File: config.mk
export PLATFORM = sky130hd
export DESIGN_NAME = host_control_port
export DESIGN_NICKNAME = d
export VERILOG_FILES = /design/src/inc/host_port_pkg.sv /design/src/host_control_port.sv /design/src/register_bank.sv
export VERILOG_INCLUDE_DIRS = /design/src /design/src/inc
export SDC_FILE = /design/constraint.sdc
export NUM_CORES = 1
export LEC_CHECK = 0
export BUFFER_PORTS_ARGS = -buffer_cell sky130_fd_sc_hd__buf_2
export CAP_MARGIN = 20
export CORE_MARGIN = 8
export CORE_UTILIZATION = 55
export CTS_CLUSTER_SIZE = 28
export DETAILED_ROUTE_END_ITERATION = 12
export HOLD_SLACK_MARGIN = 0.15
export MAX_ROUTING_LAYER = met4
export PLACE_DENSITY = 0.71
export RECOVER_POWER = 25
export SLEW_MARGIN = 10
export SYNTH_ARGS = -nofsm -noshare
export SYNTH_HDL_FRONTEND = slang
export SYNTH_SLANG_ARGS = --single-unit
File: constraint.sdc
create_clock -name clk -period 2.7 [get_ports clk]
set_input_delay 0.54 -clock clk [delete_from_list [all_inputs] [get_ports clk]]
set_output_delay 0.54 -clock clk [all_outputs]
set_load 0.1 [all_outputs]
File: src/inc/host_port_defines.svh
// bus width, register count, index field positions, reset value and timing counts of the host port
// Functional notes
// RL1 - address then data share one 8-bit bus
// RL2 - strobes ignored while chip select high (the address strobe still latches the address while chip select is high)
// RL3 - address latched on address strobe rising edge
// RL4 - sixty-four byte-wide readable writable registers
// RL5 - strapped style selects strobe pin meanings
// RL6 - backplane clock stuck high floats all outputs
// RL7 - low six address bits select; drive reads only
`ifndef HOST_PORT_DEFINES_SVH
`define HOST_PORT_DEFINES_SVH

`define HP_BUS_WIDTH         8
`define HP_REG_COUNT         64
`define HP_INDEX_MSB         5
`define HP_INDEX_LSB         0
`define HP_BYTE_RESET        8'h00
`define HP_CLK_PERIOD_PS     5000
`define HP_STUCK_HIGH_US     100
`define HP_STUCK_HIGH_CYCLES \
  ((`HP_STUCK_HIGH_US * 1000000 + `HP_CLK_PERIOD_PS - 1) / `HP_CLK_PERIOD_PS)

`endif

File: src/inc/host_port_pkg.sv
// types shared by the host control port files
package host_port_pkg;

  // meaning of the three strobe pins
  typedef enum logic {
    STYLE_SEPARATE,
    STYLE_DATA_STROBE
  } bus_style_type;

  // phase of the current host access
  typedef enum logic [1:0] {
    PHASE_IDLE,
    PHASE_READ,
    PHASE_WRITE
  } access_phase_type;

endpackage

File: src/host_control_port.sv
// multiplexed 8-bit host control port with its 64-byte register bank
`timescale 1ns/1ps
`default_nettype none
`include "host_port_defines.svh"

module host_control_port #(
  parameter int WIDTH         = `HP_BUS_WIDTH,
  parameter int REGS          = `HP_REG_COUNT,
  parameter int STUCK_CYCLES  = `HP_STUCK_HIGH_CYCLES
) (
  // clock and reset
  input  wire logic                     clk,
  input  wire logic                     rst_n,
  // shared address/data bus, split into three signals
  input  wire logic [WIDTH-1:0]         ad_in,
  output logic      [WIDTH-1:0]         ad_out,
  output logic                          ad_oe,
  // strobes and select
  input  wire logic                     chip_select_n,
  input  wire logic                     read_or_data_strobe,
  input  wire logic                     address_capture_strobe,
  input  wire logic                     write_or_read_not_write,
  // strap and backplane clock watch
  input  wire logic                     bus_style_select,
  input  wire logic                     backplane_clock_in,
  output logic                          outputs_float
);

  import host_port_pkg::*;

  localparam int IDX_W = $clog2(REGS);
  localparam int CNT_W = $clog2(STUCK_CYCLES + 1);
  localparam logic [CNT_W-1:0] CNT_LIMIT = CNT_W'(STUCK_CYCLES);

  // low address bits pick the register; upper bits are don't-care
  function automatic logic [IDX_W-1:0] reg_index(
    input logic [WIDTH-1:0] address
  );
    reg_index = address[IDX_W-1:0];
  endfunction

  bus_style_type              bus_style;
  logic                       strap_taken;
  logic                       prev_capture;
  logic [WIDTH-1:0]           address;
  logic [WIDTH-1:0]           write_hold;
  access_phase_type           phase;
  access_phase_type           next_phase;
  logic [CNT_W-1:0]           high_count;
  logic [WIDTH-1:0]           bank_data;

  wire capture_rise;
  wire strobe_on;
  wire want_read;
  wire want_write;
  wire commit_write;
  wire stuck_high;

  // strap is caught once, on the first edge after reset release
  always_ff @(posedge clk) begin
    if (!rst_n) begin
      bus_style   <= STYLE_SEPARATE;
      strap_taken <= 1'b0;
    end else if (!strap_taken) begin
      bus_style   <= bus_style_type'(bus_style_select); // RL5
      strap_taken <= 1'b1;
    end
  end

  // strobe decode for the two timing styles
  assign strobe_on = (bus_style == STYLE_DATA_STROBE) ?
                     read_or_data_strobe : !read_or_data_strobe; // RL5
  assign want_read = !chip_select_n && strobe_on &&
                     ((bus_style == STYLE_DATA_STROBE) ?
                      write_or_read_not_write : 1'b1); // RL2 RL5
  assign want_write = !chip_select_n &&
                      ((bus_style == STYLE_DATA_STROBE) ?
                       (strobe_on && !write_or_read_not_write) :
                       !write_or_read_not_write); // RL2 RL5
  assign capture_rise = address_capture_strobe && !prev_capture; // RL3

  // address phase: latch on the rising edge of the capture strobe
  always_ff @(posedge clk) begin
    if (!rst_n) begin
      prev_capture <= 1'b0;
      address      <= WIDTH'(`HP_BYTE_RESET);
    end else begin
      prev_capture <= address_capture_strobe;
      if (capture_rise) begin
        address <= ad_in; // RL1 RL3
      end
    end
  end

  // access phase tracking; a write lands when its strobe ends
  always_comb begin
    next_phase = PHASE_IDLE;
    case (phase)
      PHASE_IDLE,
      PHASE_READ,
      PHASE_WRITE: begin
        if (want_write) begin
          next_phase = PHASE_WRITE;
        end else if (want_read) begin
          next_phase = PHASE_READ;
        end
      end
      default: begin
        next_phase = PHASE_IDLE;
      end
    endcase
  end

  assign commit_write = (phase == PHASE_WRITE) && !want_write; // RL4

  always_ff @(posedge clk) begin
    if (!rst_n) begin
      phase      <= PHASE_IDLE;
      write_hold <= WIDTH'(`HP_BYTE_RESET);
    end else begin
      phase <= next_phase;
      if (want_write) begin
        write_hold <= ad_in; // RL1
      end
    end
  end

  // stuck-high watch on the backplane clock, saturating
  always_ff @(posedge clk) begin
    if (!rst_n) begin
      high_count <= '0;
    end else if (!backplane_clock_in) begin
      high_count <= '0;
    end else if (high_count != CNT_LIMIT) begin
      high_count <= high_count + CNT_W'(1); // RL6
    end
  end

  assign stuck_high = (high_count == CNT_LIMIT); // RL6

  register_bank #(
    .WIDTH  (WIDTH),
    .DEPTH  (REGS),
    .ADDR_W (IDX_W)
  ) bank (
    .clk         (clk),
    .rst_n       (rst_n),
    .write_en    (commit_write),
    .write_index (reg_index(address)), // RL7
    .write_data  (write_hold),
    .read_index  (reg_index(address)), // RL7
    .read_data   (bank_data)
  );

  // the bus is driven only inside a selected read, never while floated
  assign ad_out        = bank_data;
  assign ad_oe         = want_read && !stuck_high; // RL7 RL6
  assign outputs_float = stuck_high; // RL6
endmodule // host_control_port

`default_nettype wire

File: src/register_bank.sv
// byte-wide register bank with registered read data
`timescale 1ns/1ps
`default_nettype none
`include "host_port_defines.svh"

module register_bank #(
  parameter int WIDTH  = `HP_BUS_WIDTH,
  parameter int DEPTH  = `HP_REG_COUNT,
  parameter int ADDR_W = $clog2(DEPTH)
) (
  // clock and reset
  input  wire logic              clk,
  input  wire logic              rst_n,
  // write port
  input  wire logic              write_en,
  input  wire logic [ADDR_W-1:0] write_index,
  input  wire logic [WIDTH-1:0]  write_data,
  // read port
  input  wire logic [ADDR_W-1:0] read_index,
  output logic      [WIDTH-1:0]  read_data
);

  logic [WIDTH-1:0] store [DEPTH];

  // contents are not reset; they hold whatever the host last wrote
  always_ff @(posedge clk) begin
    if (write_en) begin
      store[write_index] <= write_data;
    end
  end

  // read data always from a flop so the bus drives a clean value
  always_ff @(posedge clk) begin
    if (!rst_n) begin
      read_data <= WIDTH'(`HP_BYTE_RESET);
    end else begin
      read_data <= store[read_index];
    end
  end

endmodule // register_bank

`default_nettype wire

* After elaboration in Yosys (flattened, before gate mapping)
Memories as Yosys holds them, arrays and structs flattened. A register that Yosys moved wholly into a read port is not among the register bits. Index checks and enable logic that the tools add are counted.
Operators by class: add/subtract/negate cells 1, equality and inequality tests 4, mux-type cells 8, bitwise logic cells 2, reduce and logical (&&, ||, !) cells 19
Operators by type and width (number):
- adder 15 x 1 -> 15 bit, second input constant | 1
- == test 15 bit, second input constant | 1
- != test 15 bit, second input constant | 1
- logical AND 1 bit | 7
- logical NOT 1 bit | 7
- 2-to-1 mux 1 bit | 7
- OR reduction 3 bit | 2
- AND reduction 2 bit | 2
- == test 2 x 1 -> 1 bit, second input constant | 1
- == test 2 bit, second input constant | 1
- logical NOT 2 bit | 1
- 2-to-1 mux 2 bit | 1
- inverter 1 bit | 2
Word-level totals: bits in registers 34, memory bits (writable) 512, input bits 16, output and inout bits 10, logic and storage cells 43, memories 1
Memories:
- bank.store | words 64, width 8, rd ports 1, clocked after Yosys merged registers in 1, write ports 1, line register_bank.sv:23 | logic [WIDTH-1:0] store [DEPTH];

* Logic depth before layout (Yosys ltp)
Gate-level depths: netlist of run 1.
depth after elaboration 9, mapped depth 9, depth with buffers taken out 7

* Cells and area by module
Synthesis of run 1 repeated with hierarchy kept, for this count alone.
Second synthesis, totals: cell total of the unflattened synthesis 1114, area, all modules 21695.8 sq um
Modules (own cells, without submodules):
- register_bank | instances 1, cells each 948, area each 20161.8 sq um, sequential area each 15534.9 sq um
- host_control_port | instances 1, cells each 166, area each 1534.0 sq um, sequential area each 680.7 sq um

* Worst setup path after synthesis of run 1
OpenSTA, ideal clock, no wires.
path kind reg2out, start point register high_count[0], end point output ad_oe, arrival time 3575 ps, data required time 2160 ps, slack -1415 ps, stages on the path, launching flop included 7, path buffers 0, path through dfxtp_1 inv_1 ha_1 nor4bb_1 nand4_1 inv_1 nor3_1
On the way: cells in the longest elaborated chain, start to end 3
Ends and longest elaborated chain:
- start: declaration | line host_control_port.sv:49 | logic [CNT_W-1:0] high_count;
- start signal: assignment | line host_control_port.sv:135 | high_count <= high_count + CNT_W'(1);
- == test 15 bit | line host_control_port.sv:139 | assign stuck_high = (high_count == CNT_LIMIT);
- net outputs_float | line host_control_port.sv:26 | output logic outputs_float
- logical NOT 1 bit | line host_control_port.sv:157 | assign ad_oe = want_read && !stuck_high;
- logical AND 1 bit | line host_control_port.sv:157
- end: declaration | line host_control_port.sv:17 | output logic ad_oe,
The timed path passes the listed nets, and every way through them passes these cells.

* Worst setup path in the final report of run 1
start point register address[0], end point memory bank.store[39][2] (netlist name), enable pin
RTL lines:
- start: declaration | line host_control_port.sv:45 | logic [WIDTH-1:0] address;
- start signal: assignment | line host_control_port.sv:86 | address <= WIDTH'(`HP_BYTE_RESET);
- start signal: assignment | line host_control_port.sv:90 | address <= ad_in;
- end: declaration | line register_bank.sv:23
No word-level cell before the write port.

==> impl_metrics.ini, run 1 <==
[sta]
report.final.slew_viol_count = 144
setup_ws_ns = 0.1406
finalSetupViolations = 0
clock-skew-final_ns = 0.02511
slew_headroom_pct = -14.90
period_share_pct = 94.79
hold_viol = 0
tightest_slew_ns = 1.724
period_needed_ns = 2.559
rsz0062_at_grt = no
fmax_ghz = 0.3907

[min_path]
min_path_cells = 3
hold_class = input port to flop
holdPathEnd = bus_style
min_from = bus_style_select

[global_routing]
use_met2_pct = 33.88
grt_pass1_vias = 12466
grt_use_met3_pct = 4.448
top_usage_layer = met2
grt_overflow = 0
grtUsageMet1_pct = 29.59
gr-usage-all-layers_pct = 22.07
grt_first_pass_wirelength_mm = 76.48
antenna_found_initial = 1
grt_max_degree = 66

[layout]
post-route-util_pct = 63.63
fin_nets = 1475
drive_above_1_share_pct = 20.44
final_cells = 2027
syn2layout_area_growth_pct = 14.85
diodes = 0

[synthesis]
synth-compound-area-share_pct = 7.560
syn-num-nets = 1333
ys.flop_type = edfxtp_1
synth-adder-area-share_pct = 0.1142
ys_ff_latch = 554
synth_top_family_by_area = multiplexers
seq_area_frac_synth_pct = 74.00
synthTopCellsByCount = edfxtp_1, mux2i_1, nor2_1
synthSimpleGateAreaFrac_pct = 5.499
yosysMostFrequentCell = edfxtp_1
synth_cells = 1315
syn_avg_cell_area_um2 = 16.66
synth_top_area_share_pct = 70.17
synthArstFlopShare_pct = 0
yosys.area.top_type = edfxtp_1
synth.area.mux_share_pct = 10.20
synth_cell_types = 62
synth_edf_count = 512
syn-cell-area_mm2 = 0.02191
synth_xor_area_share_pct = 0.4796
yosysWarnings = 0
synth_area_leaders = edfxtp_1, mux2i_1, dfxtp_1

[floorplan]
boundaryPins = 26
dieHeight_um = 215.6
initial_core_util_pct = 55.41
core-area_mm2 = 0.03955
die_w_um = 215.6
design.die.area_mm2 = 0.04648
rows = 73

[placed_design]
dp_cells = 1922
portBuffers = 25
dp_hpwl_mm = 31.81
globalplace.congestion = 0.8686
pre_cts_ws_ns = 0.1932

[power]
powerDensity_mw_per_mm2 = 695.1
power_leakage_nw = 8.680
max-vdd-ir-drop_uv = 510.6
power.total_mw = 17.49

[clock_network]
cts_sinks = 554
cts_buffers = 54
insertion_delay_ns = 0.61
cts.path.max_buffers = 3
htree_levels = 2
root_buffer = clkbuf_16
cts_tree = built
clkTransAtPathRegs_ns = 0.06

[worst_setup_path]
worstSetupEndpointType = flop
r2r_slack_ns = 0.14
startpoint_type = flop
worstReg2RegStart = address[0]
worstSetupPathType = flop to flop
r2r_cells = 6
cp.required_ns = 3.01
arrival_ns = 2.87
cp_max_fo = 27
crit-reg2reg-capture = bank.store[39][2]

[routing]
drt_iter0_drc = 1378
wirelength_mm = 50.10
route.vias.total = 12417
avgViaCountPerCell = 6.126
drc = 0
ant_nets = 0
first_pass_iters = 6
wl_per_cell_um = 24.72

[job]
drv_cap = 3

[outcome]
outcome = complete, but fails checks
violations = max-capacitance violations, max-slew violations
## timing repair
| item | 4_1_cts | 5_1_grt |
|---|---|---|
| cloned | 0 | 0 |
| buffers inserted | 1 | 0 |
| hold endpoints to repair | 2 | 0 |
| endpoints found under the setup margin | 2 | 2 |
| resized for setup | 5 | 3 |
| pin swaps | 1 | 0 |
| hold buffers | 2 | 0 |
## worst max-delay path by stage
stage	start	endpoint	slack, ns	cells after the start
2_1_floorplan	high_count[0]	ad_oe	-0.15	6
3_3_place_gp	read_or_data_strobe	bank.store[63][6]	0.21	8
3_5_place_dp	address[0]	bank.store[63][1]	0.19	6
4_1_cts	high_count[1]	ad_oe	0.04	7
5_1_grt	high_count[1]	ad_oe	0.03	7
6_report	address[0]	bank.store[39][2]	0.14	6
## final cells by class
type / count / area (um^2)
Tap cell: 525 / 656.9
Clock buffer: 69 / 1458
Clock inverter: 32 / 215.2
Timing Repair Buffer: 168 / 1333
Inverter: 8 / 30.03
Multi-Input combinational cell: 671 / 5245
Sequential cell: 554 / 16230
Fill cell: 2734 / 14380
## cell usage in the layout (no fill, tap or decap), types with 14 or more instances in the layout
cell       count
buf_4        128
o21ai_1       14
mux2i_1      121
a22oi_1       21
a221oi_1      17
o22a_1        21
o22ai_1       26
nand2_1       47
nor2_1       113
a211oi_1      21
mux4_2        31
a21oi_1       19
clkbuf_16     54
edfxtp_1     512
o21ai_0       16
clkinv_1      16
buf_2         22
mux2_2        21
dfxtp_1       36
nor2b_1       17
a31oi_1       21
nand2b_1      17
## report_power, final
| group | internal (mW) | switching (mW) | total, mW |
|---|---|---|---|
| sequential | 9.38 | 0.0729 | 9.45 |
| combinational | 0.324 | 0.606 | 0.930 |
| clock | 4.00 | 3.11 | 7.11 |
## cell families after synthesis
group,after synthesis
adders and majority gates,2
and+or+nand+nor,248
DFF,554
AOI/OAI and AO/OA,228
xor gates and xnor gates,12
buffers and inverters,90
muxes,181
## state kept, by name, indices dropped and copies added, names as in the netlist
| name | count |
|---|---|
| bank.store | 512 |
| high_count | 15 |
| bank.read_data | 8 |
| write_hold | 8 |
| address | 6 |
| phase | 2 |
| bus_style | 1 |
| prev_capture | 1 |
| strap_taken | 1 |
## per-stage QoR
step	hold WS (ns)	setup TNS, ns	area [um^2]
after floorplan	0.4669	-0.1542	21920
after global placement	0.4781	0	23480
after detailed placement	0.4909	0	23480
after CTS	0.1622	0	25200
after global routing	0.1905	0	25170
final	0.1960	0	25170
## per-layer routing
layer  up-vias  wire [um]  share of wire (%)
met1      6285      20700                 41
met3        91       4219                8.4
li1       5498          -                  -
met2       543      23820                 48
met4         0       1363                2.7
met5         -          0                  0
## critical path, cell delays in order, from the launching register on
cell and delay, ns:
dfxtp_2 0.43, buf_4 0.34, and2_1 0.21, buf_4 0.30, nand2_1 0.47, nor2_1 0.28, buf_4 0.22
(Power assumes the default switching activity.)
==> inputs of run 2 (changes only) <==
Settings changed: CORE_ASPECT_RATIO set to 0.9.
==> impl_metrics.ini, run 2 (synthesis gave the netlist of run 1 again) <==
[outcome]
outcome = complete, no violations

[routing]
first_pass_iters = 5
wl_per_cell_um = 24.72
avgViaCountPerCell = 6.111
drt_iter0_drc = 1466
drc = 0
ant_nets = 0
wirelength_mm = 49.98
route.vias.total = 12357

[global_routing]
grt_pass1_vias = 12183
top_usage_layer = met2
grtUsageMet1_pct = 30.91
grt_overflow = 0
gr-usage-all-layers_pct = 22.44
grt_max_degree = 66
grt_first_pass_wirelength_mm = 76.00
grt_use_met3_pct = 5.073
use_met2_pct = 33.23
antenna_found_initial = 0

[layout]
diodes = 0
reg_top3 = bank.store: 512 flops, high_count: 15 flops
final_cell_mix = edfxtp_1, mux2i_1, buf_4
largest_reg_flops = 512
finalInstanceArea_mm2 = 0.02517
syn2layout_area_growth_pct = 14.85
regMostFlops = bank.store
drive_above_1_share_pct = 20.13
layout_commonest_cell = edfxtp_1
post-route-util_pct = 63.92
fin_nets = 1464

[sta]
report.final.slew_viol_count = 0
finalSetupViolations = 0
clock-skew-final_ns = 0.01456
slew_headroom_pct = 34.76
fmax_ghz = 0.3758
hold_viol = 0
tightest_slew_ns = 0.9773
period_needed_ns = 2.661
setup_ws_ns = 0.03927
period_share_pct = 98.55
rsz0062_at_grt = yes

[clock_network]
cts.path.max_buffers = 3
htree_levels = 2
root_buffer = clkbuf_16
cts_sinks = 554
insertion_delay_ns = 0.59
cts_tree = built
cts_buffers = 53
clkTransAtPathRegs_ns = 0.07

[placed_design]
globalplace.congestion = 0.8851
pre_cts_ws_ns = 0.05429
dp_hpwl_mm = 31.46
dpl_cell_area_mm2 = 0.02341
portBuffers = 25

[floorplan]
dieHeight_um = 205.4
initial_core_util_pct = 55.66
die_w_um = 226.4
boundaryPins = 26
design.die.area_mm2 = 0.04649
core-area_mm2 = 0.03937
rows = 69

[worst_setup_path]
arrival_ns = 3.15
worstSetupEndpointType = flop
worstSetupPathType = flop to flop
cp.required_ns = 3.19
startpoint_type = flop
cp_max_fo = 18

[power]
powerDensity_mw_per_mm2 = 701.5
power_leakage_nw = 8.656
max-vdd-ir-drop_uv = 414.6

[min_path]
hold_class = input port to flop

[job]
drv_cap = 0
-- run 2: cell count changes in the layout (fill, tap and decap cells not counted), sizes merged --
cell      previous run  this run
clkbuf              74        72
clkinv              27        20
buf                161       155
clkinvlp             1         2
inv                 10         9
bufinv               2         5
-- run 2: path summary, 6_finish.rpt --
check,from,cells after the start,endpoint,slack (ns)
worst max register to register,address[1],8,bank.read_data[6],0.04
worst max-delay path,address[1],8,bank.read_data[6],0.04
worst min-delay path,ad_in[7],3,write_hold[7],0.19
worst min register to register,strap_taken,2,bus_style,0.51
-- run 2: critical path, stage by stage (launching register included) --
cell	delay, ns
dfxtp_4	0.51
nand2b_1	0.39
buf_4	0.19
a211oi_1	0.05
a2111oi_0	0.69
buf_4	0.22
a211oi_1	0.04
buf_4	0.18
a41oi_1	0.27
-- run 2: per-layer routing --
layer / part of all wire [%] / wire [um]
met1: 42 / 21060
met5: 0 / 0
met2: 46 / 22910
met4: 2.9 / 1435
met3: 9.2 / 4573
-- run 2: final cells by class --
class | count | area [um^2]
Sequential cell | 554 | 16230
Fill cell | 2745 | 14200
Multi-Input combinational cell | 671 | 5254
Clock buffer | 71 | 1436
Timing Repair Buffer | 158 | 1286
Tap cell | 532 | 665.6
Clock inverter | 28 | 260.3
Inverter | 8 | 30.03
-- run 2: power by group --
group / switching (mW) / leakage, nW / internal [mW]
clock network: 3.05 / 0.825 / 4.20
registers: 0.0789 / 5.60 / 9.38
logic: 0.610 / 2.24 / 0.330
-- run 2: repair_timing --
item,CTS,global route
gates resized for setup,5,5
setup endpoints to repair,2,118
buffers inserted,1,0
pin swaps,1,2
hold buffers,2,0
endpoints found under the hold margin,2,0
-- run 2: metrics by stage --
step	TNS, ns	hold slack, ns	total power, mW	instances
finish	0	0.1852	17.65	2022
global route	-1.771	0.1699	18.14	2022
CTS	0	0.1621	17.73	2022
detailed placement	0	0.5045	10.56	1920
global placement	0	0.4869	10.55	1920
floorplan	-0.1542	0.4669	10.23	1315
